<file path="src/msr_pkg.sv">
// Package for the monitor status register bank: offsets, field positions, reset values, carriers.
package msr_pkg;

    // Register word width and address width.
    localparam int unsigned DATA_W = 16;
    localparam int unsigned ADDR_W = 8;

    // Register offsets.
    localparam logic [7:0] OFF_UPPER_STATUS = 8'h01;
    localparam logic [7:0] OFF_LOWER_STATUS = 8'h02;
    localparam logic [7:0] OFF_SUPPLY_FAULT = 8'h03;

    // Reset values.
    localparam logic [15:0] RST_LOWER_STATUS = 16'h0000;
    localparam logic [15:0] RST_SUPPLY_FAULT = 16'hffff;
    localparam logic [15:0] RST_UPPER_STATUS = 16'h0000;
    localparam logic [15:0] UNMAPPED_READ    = 16'h0000;

    // Upper status word field positions.
    localparam int unsigned POS_CLOCK_SRC = 1;
    localparam int unsigned POS_MODE      = 0;

    // Lower status word field positions.
    localparam int unsigned POS_AUX_A_CNT  = 14;
    localparam int unsigned POS_AUX_B_CNT  = 12;
    localparam int unsigned POS_PREC_A_CNT = 10;
    localparam int unsigned POS_PREC_B_CNT = 8;
    localparam int unsigned POS_AUX_A_RUN  = 1;
    localparam int unsigned POS_AUX_B_RUN  = 0;

    // Counter width and clear value.
    localparam int unsigned CNT_W   = 2;
    localparam logic [1:0]  CNT_CLR = 2'h0;

    // Converter index order in the event and enable vectors.
    localparam int unsigned NUM_CONV = 4;
    localparam int unsigned IDX_AUX_A  = 3;
    localparam int unsigned IDX_AUX_B  = 2;
    localparam int unsigned IDX_PREC_A = 1;
    localparam int unsigned IDX_PREC_B = 0;

    // Register port request carrier.
    typedef struct packed {
        logic [7:0]  addr;
        logic [15:0] wdata;
        logic        wr;
        logic        rd;
    } msr_req_s;

    // Converter activity carrier: enable and done hold one bit per converter in index order, seq_running one bit per auxiliary sequencer.
    typedef struct packed {
        logic [3:0] enable;
        logic [3:0] done;
        logic [1:0] seq_running;
    } msr_conv_s;

endpackage

</file>
<file path="src/msr_top.sv">
// Top of the monitor status register bank: status words, counters, fault flags and register port.
//
// How it works
// - Bit 1 of the upper status word shows 0 on the internal oscillator and 1 on an external clock.
// - Bit 0 of the upper status word shows 0 in active mode and 1 in standby or power-down.
// - Bits 15:14 count completed auxiliary A sequences, wrapping, cleared by disable, standby or reset.
// - Bits 13:12 count completed auxiliary B sequences, wrapping, cleared by disable, standby or reset.
// - Bits 11:10 count completed precision A conversions, wrapping, cleared by disable, standby or reset.
// - Bits 9:8 count completed precision B conversions, wrapping, cleared by disable, standby or reset.
// - Bits 7:2 of the lower status word always read zero.
// - Bit 1 of the lower status word reads 1 while an auxiliary A sequence runs and auxiliary A is enabled.
// - Bit 0 of the lower status word reads 1 while an auxiliary B sequence runs and auxiliary B is enabled.
// - The lower status word sits at 02h and reads 0000h after reset.
// - The supply fault register sits at 03h with sixteen flags that reset to FFFFh.
// - A fault flag reads 0 once its fault occurred and writing 1 restores it to 1 unless the fault is still present.
//
// Our own choice: strobed register access.
`timescale 1ns/1ns
module msr_top
    import msr_pkg::*;
(
    // Clock, reset and clock enable.
    input  wire logic              clk,
    input  wire logic              sys_rst,
    input  wire logic              ce,
    // Register port.
    input  wire logic [ADDR_W-1:0] reg_addr,
    input  wire logic [DATA_W-1:0] reg_wdata,
    input  wire logic              reg_wr,
    input  wire logic              reg_rd,
    output logic [DATA_W-1:0]      reg_rdata_q,
    // Device state from the core logic on this clock.
    input  wire logic              ext_clock_sel,
    input  wire logic              standby_mode,
    input  wire logic [3:0]        conv_enable,
    input  wire logic [3:0]        conv_done,
    input  wire logic [1:0]        seq_running,
    // Supply monitor detector levels from the analog side, high while a fault is present.
    input  wire logic [DATA_W-1:0] supply_fault_raw,
    // Mirrors of the lower status word and the fault flags for the core.
    output logic [DATA_W-1:0]      lower_status_q,
    output logic [DATA_W-1:0]      supply_fault_q
);

    // Bundled request and converter activity.
    msr_req_s              req;
    msr_conv_s             conv;
    logic [DATA_W-1:0]     fault_meta_q;
    logic [DATA_W-1:0]     fault_sync_q;
    logic                  standby_q;
    logic                  standby_entry;
    logic [CNT_W-1:0]      cnt [NUM_CONV];
    logic [1:0]            running_q;
    logic [1:0]            upper_q;
    logic [DATA_W-1:0]     flags;
    logic [DATA_W-1:0]     lower_d;
    logic [DATA_W-1:0]     upper_d;
    logic [DATA_W-1:0]     rdata_d;
    logic                  fault_wr;

    // Group the ports into their carriers.
    assign req  = '{addr: reg_addr, wdata: reg_wdata, wr: reg_wr, rd: reg_rd};
    assign conv = '{enable: conv_enable, done: conv_done, seq_running: seq_running};

    // Detector levels come from another domain, so they pass two flip-flops first.
    always_ff @(posedge clk) begin
        if (sys_rst) begin
            fault_meta_q <= 16'h0000;
            fault_sync_q <= 16'h0000;
        end else if (ce) begin
            fault_meta_q <= supply_fault_raw;
            fault_sync_q <= fault_meta_q;
        end
    end

    // Remember the mode to find the entry into standby or power-down.
    always_ff @(posedge clk) begin
        if (sys_rst) begin
            standby_q <= 1'b0;
        end else if (ce) begin
            standby_q <= standby_mode;
        end
    end

    // Counters are also held clear for as long as standby lasts, which covers the entry edge too.
    assign standby_entry = standby_mode & ~standby_q;

    // One counter per converter, cleared by disable or standby and advanced by its completion pulse.
    for (genvar i = 0; i < NUM_CONV; i++) begin : g_cnt
        msr_counter u_cnt (
            .clk     (clk),
            .sys_rst (sys_rst),
            .ce      (ce),
            .clr     (~conv.enable[i] | standby_mode | standby_entry),
            .inc     (conv.done[i]),
            .count_q (cnt[i])
        );
    end

    // Sequence running flags follow the sequencers; a disabled converter never shows one.
    always_ff @(posedge clk) begin
        if (sys_rst) begin
            running_q <= 2'b00;
        end else if (ce) begin
            running_q[1] <= conv.seq_running[1] & conv.enable[IDX_AUX_A];
            running_q[0] <= conv.seq_running[0] & conv.enable[IDX_AUX_B];
        end
    end

    // Clock source and mode indications.
    always_ff @(posedge clk) begin
        if (sys_rst) begin
            upper_q <= 2'b00;
        end else if (ce) begin
            upper_q[POS_CLOCK_SRC] <= ext_clock_sel;
            upper_q[POS_MODE]      <= standby_mode;
        end
    end

    // Restores are only written through the supply fault offset.
    assign fault_wr = req.wr & (req.addr == OFF_SUPPLY_FAULT);

    // Sticky flags: detector clears to 0, only a written 1 or a reset brings a flag back.
    msr_fault_flags u_flags (
        .clk        (clk),
        .sys_rst    (sys_rst),
        .ce         (ce),
        .fault_seen (fault_sync_q),
        .wr_en      (fault_wr),
        .wdata      (req.wdata),
        .flags_q    (flags)
    );

    // Assemble the lower and upper status words; reserved bits are tied to zero.
    always_comb begin
        lower_d = RST_LOWER_STATUS;
        lower_d[POS_AUX_A_CNT  +: CNT_W] = cnt[IDX_AUX_A];
        lower_d[POS_AUX_B_CNT  +: CNT_W] = cnt[IDX_AUX_B];
        lower_d[POS_PREC_A_CNT +: CNT_W] = cnt[IDX_PREC_A];
        lower_d[POS_PREC_B_CNT +: CNT_W] = cnt[IDX_PREC_B];
        lower_d[POS_AUX_A_RUN] = running_q[1];
        lower_d[POS_AUX_B_RUN] = running_q[0];
        upper_d = RST_UPPER_STATUS;
        upper_d[1:0] = upper_q;
    end

    // Read mux; unmapped offsets read as zero and writes there are ignored.
    always_comb begin
        case (req.addr)
            OFF_UPPER_STATUS: rdata_d = upper_d;
            OFF_LOWER_STATUS: rdata_d = lower_d;
            OFF_SUPPLY_FAULT: rdata_d = flags;
            default:          rdata_d = UNMAPPED_READ;
        endcase
    end

    // Read data stand in the cycle after the strobe only, zero otherwise.
    always_ff @(posedge clk) begin
        if (sys_rst) begin
            reg_rdata_q <= 16'h0000;
        end else if (ce) begin
            reg_rdata_q <= req.rd ? rdata_d : 16'h0000;
        end
    end

    // Registered mirrors so every output comes from a flip-flop.
    always_ff @(posedge clk) begin
        if (sys_rst) begin
            lower_status_q <= RST_LOWER_STATUS;
            supply_fault_q <= RST_SUPPLY_FAULT;
        end else if (ce) begin
            lower_status_q <= lower_d;
            supply_fault_q <= flags;
        end
    end

endmodule

</file>
<file path="src/msr_counter.sv">
// Two-bit wrapping completion counter with a clear input.
`timescale 1ns/1ns
module msr_counter
    import msr_pkg::*;
(
    // Clock and control.
    input  wire logic             clk,
    input  wire logic             sys_rst,
    input  wire logic             ce,
    // Events.
    input  wire logic             clr,
    input  wire logic             inc,
    // Count.
    output logic [CNT_W-1:0]      count_q
);

    // Clear wins over an increment in the same cycle, so a disable never leaves a stale count.
    always_ff @(posedge clk) begin
        if (sys_rst) begin
            count_q <= CNT_CLR;
        end else if (ce) begin
            if (clr) begin
                count_q <= CNT_CLR;
            end else if (inc) begin
                count_q <= count_q + 2'h1;
            end
        end
    end

endmodule

</file>
<file path="src/msr_fault_flags.sv">
// Sticky active-low supply fault flags with write-one-to-restore.
`timescale 1ns/1ns
module msr_fault_flags
    import msr_pkg::*;
(
    // Clock and control.
    input  wire logic              clk,
    input  wire logic              sys_rst,
    input  wire logic              ce,
    // Detector levels, already synchronised, high while a fault is present.
    input  wire logic [DATA_W-1:0] fault_seen,
    // Software restore.
    input  wire logic              wr_en,
    input  wire logic [DATA_W-1:0] wdata,
    // Flags.
    output logic [DATA_W-1:0]      flags_q
);

    // A detected fault beats a restore in the same cycle, so no fault is lost.
    always_ff @(posedge clk) begin
        if (sys_rst) begin
            flags_q <= RST_SUPPLY_FAULT;
        end else if (ce) begin
            flags_q <= (flags_q | (wr_en ? wdata : 16'h0000)) & ~fault_seen;
        end
    end

endmodule

</file>
<file path="config.mk">
export PLATFORM = sky130hd
export DESIGN_NAME = msr_top
export DESIGN_NICKNAME = d
export VERILOG_FILES = /design/src/msr_pkg.sv /design/src/msr_top.sv /design/src/msr_counter.sv /design/src/msr_fault_flags.sv
export SDC_FILE = /design/constraint.sdc
export NUM_CORES = 1
export LEC_CHECK = 0
export BUFFER_PORTS_ARGS = -buffer_cell sky130_fd_sc_hd__buf_4
export CAP_MARGIN = 20
export CORE_MARGIN = 5
export CORE_UTILIZATION = 50
export CTS_CLUSTER_DIAMETER = 120
export DETAILED_ROUTE_END_ITERATION = 7
export GPL_ROUTABILITY_DRIVEN = 0
export PLACE_DENSITY = 0.76
export SETUP_SLACK_MARGIN = 0.1
export SYNTH_ARGS = -nofsm -noshare
export SYNTH_HDL_FRONTEND = slang
export SYNTH_HIERARCHICAL = 1
export SYNTH_SLANG_ARGS = --single-unit
</file>
<file path="constraint.sdc">
create_clock -name clk -period 4.4 [get_ports clk]
set_input_delay 1.32 -clock clk [delete_from_list [all_inputs] [get_ports clk]]
set_output_delay 1.32 -clock clk [all_outputs]
set_load 0.05 [all_outputs]
</file>
==> results.yml, run 1 <==
setup_path:
  start_kind: "input port"
  end_kind: "register"
  worstSetupPathType: "input port to register"
  r2r_start: "upper_q[1]$_SDFFE_PP0P_"
  crit_fanout: 62
  crit_arrival_ps: 2900
  reg2reg_depth: 3
  crit_required_ps: 4690
  worstSetupStartpoint: "ce"
detailed_routing:
  postRouteAntennaNets: 0
  top_layer_used: "met4"
  first_pass_iters: 4
  num_vias: 3113
  drtIter0Drc: 201
  viasPerCell: 5.232
  wl_met2_um: 4101
  wl_met1_um: 4515
  wirelength_um: 9352
  drc: 0
  wire_per_inst_um: 15.72
  wl_met3_um: 533
placement:
  postPlaceCellArea_um2: 4755
  hpwl_um: 6665
  place_inst: 579
  port_buffers: 98
power_and_ir_drop:
  p_switching_uw: 452.1
  power.internal_mw: 1.306
  switching_share: 0.2572
  p_clk_frac: 0.329
  power_leakage_nw: 2.167
  p_per_area_nw_per_um2: 355.5
  power_frac_comb: 0.119
  peakVddDrop_mv: 0.2194
  p_seq_frac: 0.552
global_routing:
  grt_max_degree: 92
  grt.overflow.total: 0
  antenna_found_initial: 0
  grt_first_pass_wirelength_um: 14780
  grt_pass1_vias: 2889
  grtUsageTotal: 0.1877
layout:
  fill_cells: 686
  fin_cells: 595
  area_delta_synth_final_pct: 22.09
  final_cell_mix: "dfxtp_1, buf_4, mux2i_1"
  antennaDiodeCount: 0
  seqCellArea_um2: 2042
  drive_above_1_share: 0.2535
  final_common_cell: "dfxtp_1"
  stdcell_area_um2: 4945
  multi_input_area_um2: 1815
  nNetsFinal: 545
clocking:
  cts_made_buffers: 9
  htree_num_levels: 3
  clkSinkCount: 102
  hold_buffers: 0
  clk_pin_slew_ps: 100
  cts_root_buffer: "clkbuf_8"
  cts_tree: "yes"
  insertion_delay_ps: 370
  ctsResizeCount: 0
  post_cts_buffers: 0
  cts_buffer_depth: 2
synth:
  synth_edf_count: 0
  synthAdderAreaFrac: 0
  synth-simple-area-share: 0.1467
  ys_types: 33
  synth_area_per_cell_um2: 10.05
  synth-seq-cells: 102
  synth_top_area_share: 0.5042
  ys_warn_count: 6
  muxShareOfSynthArea: 0.1440
  async_flop_share: 0
  seq_area_frac_synth: 0.5042
  synth_top_family_by_area: "compound AO/OA/AOI/OAI gates"
  ys_top_cells_by_area: "dfxtp_1, mux2i_1, nor2_1"
  synthXorXnorAreaFrac: 0
  synth_area_um2: 4050
  synth_top_cell_by_area: "dfxtp_1"
  synth_compound_area_frac: 0.1520
  synthFlopType: "dfxtp_1"
  syn_inst: 403
timing:
  finalSetupViolations: 0
  slew_headroom: 0.3782
  whs_ps: 475.6
  worst_pin_slew_ps: 929.3
  finClkSkew_ps: 10.09
  finalCriticalPeriod_ps: 2605
  final.period_utilization: 0.5920
  hold_violations: 0
  fmax_mhz: 383.9
  rsz0062_at_grt: "false"
  setup_tns_ps: 0
  slew_viol_final: 0
hold_path:
  min-delay-start: "u_flags/flags_q[7]$_SDFFE_PP1P_"
  hp-class: "register to register"
  worstHoldPathCells: 2
floorplan:
  pin_count: 105
  die_x_um: 100
  start_util: 0.5187
  die_y_um: 100
  die-area_um2: 10000
  coreArea_um2: 7807
  rows: 32
outcome:
  status: "complete, no violations"
flow_run:
  cap_violations: 0
cells by family (layout without fill, tap and decap cells):
family,count (synthesis),after routing
AOI/OAI and AO/OA,85,85
buffers and inverters,36,121
DFF,102,102
muxes,58,58
other,1,6
and+or+nand+nor,121,121
per-stage QoR:
stage	util	total power, mW	worst slack (ps)
after floorplan	-	1.129	1976
after global placement	0.6090	1.195	1489
after detailed placement	0.6090	1.201	1402
after CTS	0.6333	1.771	1810
after global routing	0.6333	1.833	1636
final	0.6333	1.758	1795
metal layers:
metal,up-vias,GRT usage
li1,1569,-
met1,1441,0.2638
met2,87,0.2740
met3,16,0.04239
met4,0,0.08601
met5,-,0
power groups by stage:
stage                     sequential (mW)  clock [mW]  combinational (mW)
after floorplan                      1.02           0               0.112
after global placement              0.991           0               0.205
after detailed placement            0.992           0               0.210
after CTS                           0.970       0.590               0.210
after global routing                0.974       0.632               0.227
final                               0.970       0.579               0.210
worst paths after layout:
check / end / slack (ps)
max: reg_rdata_q[0]$_SDFFE_PP0P_ / 1800
min: supply_fault_q[7]$_SDFFE_PP1P_ / 480
max reg2reg: reg_rdata_q[1]$_SDFFE_PP0P_ / 3290
min reg2reg: supply_fault_q[7]$_SDFFE_PP1P_ / 480
cells in the mapped netlist, types with 2 or more instances:
cell,instances
nor2_1,50
and4_2,2
mux2i_1,56
nand3_1,2
dfxtp_1,102
o21ai_0,16
a31o_1,10
clkbuf_1,9
nand4_1,2
a21oi_1,12
a31o_2,6
nand2_1,29
a31oi_1,2
inv_1,5
mux2_2,2
buf_4,13
a221oi_1,2
buf_2,7
nor2b_1,18
a211o_1,15
a21o_1,16
and3b_1,5
nand3b_1,4
a22o_1,5
nand2b_1,4
nor3_1,2
state kept, by name, indices dropped and copies added, names as in the netlist:
register,cells
g_cnt.u_cnt/count_q,8
u_flags/flags_q,16
fault_sync_q,16
lower_status_q,10
reg_rdata_q,16
fault_meta_q,16
supply_fault_q,16
upper_q,2
running_q,2
critical path, cell delays in order:
cell and delay [ps]:
buf_4 610, buf_4 430, o211a_1 220, a31oi_1 90
nor3_1 180
cell type report:
| class | count | area share |
|---|---|---|
| Tap cell | 102 | 0.02581 |
| Clock buffer | 11 | 0.02657 |
| Multi-Input combinational cell | 270 | 0.3672 |
| Clock inverter | 5 | 0.01189 |
| Inverter | 5 | 0.003796 |
| Timing Repair Buffer | 100 | 0.1518 |
| Sequential cell | 102 | 0.4130 |
Power figures use the tool's default switching activity.
==> run 2, diff against run 1 <==
ABC_AREA = 1   (was not set)
CORE_UTILIZATION = 48   (was 50)
clock period = 2.2 ns   (was 4.4 ns; I/O delays follow)
==> results.yml, run 2 <==
global_routing:
  grt_first_pass_wirelength_um: 16990
  antenna_found_initial: 0
  grt.overflow.total: 0
  grt_max_degree: 65
  grt_pass1_vias: 3630
  grtUsageTotal: 0.1850
timing:
  fmax_mhz: 624.8
  worst_pin_slew_ps: 502.6
  final.period_utilization: 0.7275
  setup_tns_ps: 0
  hold_violations: 0
  slew_headroom: 0.6646
  slew_viol_final: 0
  finalSetupViolations: 0
  finClkSkew_ps: 8.719
  rsz0062_at_grt: "false"
  whs_ps: 466.8
  finalCriticalPeriod_ps: 1601
power_and_ir_drop:
  peakVddDrop_mv: 0.3619
  power_leakage_nw: 2.551
  p_per_area_nw_per_um2: 696.6
clocking:
  htree_num_levels: 3
  cts_tree: "yes"
  cts_root_buffer: "clkbuf_8"
  ctsResizeCount: 0
  cts_buffer_depth: 2
  clkSinkCount: 102
  hold_buffers: 0
  cts_made_buffers: 9
  post_cts_buffers: 0
  insertion_delay_ps: 370
  clk_pin_slew_ps: 100
setup_path:
  crit_arrival_ps: 940
  end_kind: "output port"
  cpMaxStageDelayCell: "dfxtp_1"
  r2r_slack_ps: 1300
  critPathMaxStageDelay_ps: 370
  cp.depth: 1
  critPathCapture: "supply_fault_q[4]"
  reg2reg_depth: 4
  crit_buf_inv: 1
  start_kind: "register"
  worstSetupStartpoint: "supply_fault_q[4]$_SDFFE_PP1P_"
  r2r_start: "u_flags/flags_q[1]$_SDFFE_PP1P_"
  crit_fanout: 2
  worstSetupPathType: "register to output port"
  r2r-end: "reg_rdata_q[1]$_SDFFE_PP0P_"
  cp_cell_sequence: "buf_4"
  critPathTopFamily: "flip-flops"
  crit_required_ps: 1540
detailed_routing:
  num_vias: 3895
  wire_per_inst_um: 13.23
  wirelength_um: 10440
  drtIter0Drc: 190
  viasPerCell: 4.937
  drc: 0
  postRouteAntennaNets: 0
  first_pass_iters: 4
layout:
  area_delta_synth_final_pct: 21.63
  final_cell_mix: "nand2_1, buf_4, dfxtp_1"
  drive_above_1_share: 0.2423
  antennaDiodeCount: 0
  final_common_cell: "nand2_1"
  nNetsFinal: 734
flow_run:
  cap_violations: 0
floorplan:
  pin_count: 105
  die-area_um2: 10970
  die_y_um: 104.8
  coreArea_um2: 8721
  rows: 34
  die_x_um: 104.8
  start_util: 0.4943
synth:
  ys_types: 25
  ys_warn_count: 6
  synth_common_cells: "nand2_1, dfxtp_1, nor2_1, nand3_1, inv_1"
  async_flop_share: 0
  synth_top_area_share: 0.4737
  seq_area_frac_synth: 0.4737
  synth-seq-cells: 102
  syn_inst: 594
  synth.most_common_cell: "nand2_1"
  synthFlopType: "dfxtp_1"
  synth_area_per_cell_um2: 7.257
  synth_top_cell_by_area: "dfxtp_1"
  ys_top_cells_by_area: "dfxtp_1, nand2_1, nor2_1"
  synth_area_um2: 4310
  synth_edf_count: 0
outcome:
  status: "complete, no violations"
placement:
  port_buffers: 98
  hpwl_um: 7672
hold_path:
  hp-class: "register to register"
[run 2: cell type report]
type / count / area, um^2
fillers: 801 / 3478
well taps: 108 / 135.1
inverters: 45 / 168.9
repair buffers: 107 / 828.3
clock inverters: 5 / 43.79
flip-flops and latches: 102 / 2042
clock buffers: 10 / 137.6
multi-input cells: 412 / 1887
[run 2: stage by stage]
step | setup WS, ps | std cells | area [um^2] | power (mW) | util
after floorplan | 450.4 | 599 | 4329 | 2.394 | -
after global routing | 543.5 | 789 | 5243 | 3.812 | 0.6011
after global placement | 365.7 | 774 | 5061 | 2.574 | 0.5803
after detailed placement | 297.9 | 774 | 5061 | 2.588 | 0.5803
final | 599.4 | 789 | 5243 | 3.652 | 0.6011
after CTS | 584.9 | 789 | 5243 | 3.665 | 0.6011
[run 2: kinds of logic (layout without fill, tap and decap cells)]
logic type,after synthesis,count (layout),synth area share
AO/OA/AOI/OAI,75,75,0.09260
buffers and inverters,85,167,0.09288
flip-flops,102,102,0.4737
other,1,6,0.0008700
AND/OR/NAND/NOR,331,331,0.3399
[run 2: worst min path at each step]
stage                                    from  depth (start not counted)  slack [ps]                               to
2_1_floorplan    fault_sync_q[0]$_SDFFE_PP0P_                          3         450  u_flags/flags_q[0]$_SDFFE_PP1P_
3_3_place_gp   supply_fault_q[0]$_SDFFE_PP1P_                          2         450   supply_fault_q[0]$_SDFFE_PP1P_
4_1_cts        supply_fault_q[3]$_SDFFE_PP1P_                          2         470   supply_fault_q[3]$_SDFFE_PP1P_
5_1_grt          reg_rdata_q[14]$_SDFFE_PP0P_                          2         480     reg_rdata_q[14]$_SDFFE_PP0P_
6_report       supply_fault_q[8]$_SDFFE_PP1P_                          2         470   supply_fault_q[8]$_SDFFE_PP1P_
3_5_place_dp   supply_fault_q[3]$_SDFFE_PP1P_                          2         440   supply_fault_q[3]$_SDFFE_PP1P_
[run 2: layer usage]
metal,vias to the layer above,global-route usage,routed length (um)
met3,18,0.03391,555
met4,0,0.08584,211
met5,-,0,0
met1,1742,0.2570,4783
li1,2034,-,-
met2,101,0.2783,4887
[run 2: power by group]
part / total, mW / internal (mW) / switching (mW)
Clock: 1.10 / 0.450 / 0.654
Combinational: 0.548 / 0.197 / 0.351
Sequential: 2.00 / 1.94 / 0.0614
==> run 3, diff against run 2 <==
clock period = 1.4 ns   (was 2.2 ns; I/O delays follow)
==> results.yml, run 3 (synthesized netlist as in run 2, its figures left out) <==
global_routing:
  grt_max_degree: 63
  grt_pass1_vias: 3823
  grt.overflow.total: 0
  antenna_found_initial: 0
  grt_first_pass_wirelength_um: 17860
  grtUsageTotal: 0.1906
detailed_routing:
  num_vias: 3947
  wl_met3_um: 546
  drc: 0
  first_pass_iters: 4
  top_layer_used: "met4"
  wl_met1_um: 4913
  wire_per_inst_um: 13.47
  wl_met2_um: 5328
  drtIter0Drc: 190
  wirelength_um: 10890
  viasPerCell: 4.885
  postRouteAntennaNets: 0
timing:
  fin_ws_ps: 99.58
  rsz0062_at_grt: "true"
  finalCriticalPeriod_ps: 1300
  finalSetupViolations: 0
  fmax_mhz: 769.0
  final.period_utilization: 0.9289
  slew_viol_final: 0
  setup_tns_ps: 0
  hold_violations: 0
  finClkSkew_ps: 5.241
floorplan:
  start_util: 0.4943
  die_y_um: 104.8
  coreArea_um2: 8721
  die-area_um2: 10970
  die_x_um: 104.8
  rows: 34
  pin_count: 105
power_and_ir_drop:
  p_per_area_nw_per_um2: 1014
  peakVddDrop_mv: 0.4984
  power.internal_mw: 4.145
  switching_share: 0.2989
  power.total_mw: 5.912
  p_clk_frac: 0.300
  p_seq_frac: 0.536
  power_leakage_nw: 2.767
  power_frac_comb: 0.164
  p_switching_mw: 1.767
clocking:
  cts_root_buffer: "clkbuf_8"
  cts_buffer_depth: 2
  htree_num_levels: 3
  clk_pin_slew_ps: 110
  clkSinkCount: 102
  cts_made_buffers: 9
  hold_buffers: 0
  cts_tree: "yes"
  insertion_delay_ps: 350
outcome:
  status: "complete, no violations"
layout:
  final_common_cell: "nand2_1"
  final_cell_mix: "nand2_1, nor2_1, buf_4"
  area_delta_synth_final_pct: 35.30
  antennaDiodeCount: 0
  nNetsFinal: 752
  drive_above_1_share: 0.3443
  fin_util: 0.6687
setup_path:
  cp.depth: 1
  r2r-end: "reg_rdata_q[15]$_SDFFE_PP0P_"
  reg2reg_depth: 4
  r2r_slack_ps: 470
  r2r_start: "g_cnt[3].u_cnt/count_q[1]$_SDFFE_PP0P_"
  crit_arrival_ps: 880
  critPathTopFamily: "flip-flops"
  end_kind: "output port"
  cpMaxStageDelayCell: "dfxtp_2"
  worstSetupPathType: "register to output port"
  crit_buf_inv: 1
  crit_fanout: 2
  critPathMaxStageDelay_ps: 370
  crit_required_ps: 980
  start_kind: "register"
  cp_cell_sequence: "buf_8"
flow_run:
  cap_violations: 0
placement:
  hpwl_um: 7855
  port_buffers: 98
  dp_slack_ps: -116.4
hold_path:
  worstHoldPathCells: 3
  min_to: "fault_meta_q[0]$_SDFFE_PP0P_"
  min-delay-start: "supply_fault_raw[0]"
  hp-class: "input port to register"
==> run 3: cell count changes in the layout (fill, tap and decap cells not counted), sizes merged <==
cell      before  now
clkinvlp       2    0
buf          107  125
clkbuf        10    9
clkinv         1    3
inv           47   49
==> run 3: routing by layer <==
layer,track usage,vias up
met3,0.03514,6
met2,0.3121,107
li1,-,2075
met1,0.2583,1759
met5,0,-
met4,0.05297,0
==> run 3: area by class of cell <==
class / instances / area, um^2
clock buffers: 9 / 123.9
flip-flops and latches: 102 / 2095
clock inverters: 7 / 65.06
well taps: 108 / 135.1
inverters: 45 / 186.4
multi-input cells: 412 / 1951
fillers: 731 / 2889
repair buffers: 125 / 1276
==> run 3: repair_timing <==
action	in CTS	in global routing
resized for setup	84	39
endpoints found under the setup margin	42	43
setup buffers	0	7
==> run 3: worst register-to-register path, cell delays in order (launching register included) <==
cell     delay (ps)
dfxtp_1         470
nand3_1         110
nand2_1          80
nand2_1          70
a21oi_1         130
==> run 3: how the worst max path moves through the flow <==
stage               slack (ps)                            start                          endpoint
global route                50   supply_fault_q[1]$_SDFFE_PP1P_                 supply_fault_q[1]
CTS                         90  supply_fault_q[15]$_SDFFE_PP1P_                supply_fault_q[15]
detailed placement        -120                      reg_addr[7]   u_flags/flags_q[0]$_SDFFE_PP1P_
global placement           -70                      reg_addr[7]  u_flags/flags_q[15]$_SDFFE_PP1P_
floorplan                  -70                      reg_addr[7]  u_flags/flags_q[10]$_SDFFE_PP1P_
finish                     100   supply_fault_q[1]$_SDFFE_PP1P_                 supply_fault_q[1]
==> run 3: power groups by stage <==
stage | registers, mW | clock network, mW | logic (mW)
2_1_floorplan | 3.33 | 0 | 0.441
3_3_place_gp | 3.21 | 0 | 0.881
3_5_place_dp | 3.21 | 0 | 0.903
4_1_cts | 3.16 | 1.81 | 0.937
5_1_grt | 3.19 | 1.93 | 1.06
6_report | 3.17 | 1.77 | 0.968
==> run 3: through the flow <==
step / hold WS, ps / instance area, um^2 / instances
2_1_floorplan: 446.9 / 4423 / 599
3_3_place_gp: 444.1 / 5236 / 785
3_5_place_dp: 448.2 / 5236 / 785
4_1_cts: 262.5 / 5643 / 801
5_1_grt: 256.9 / 5832 / 808
6_report: 275.4 / 5832 / 808
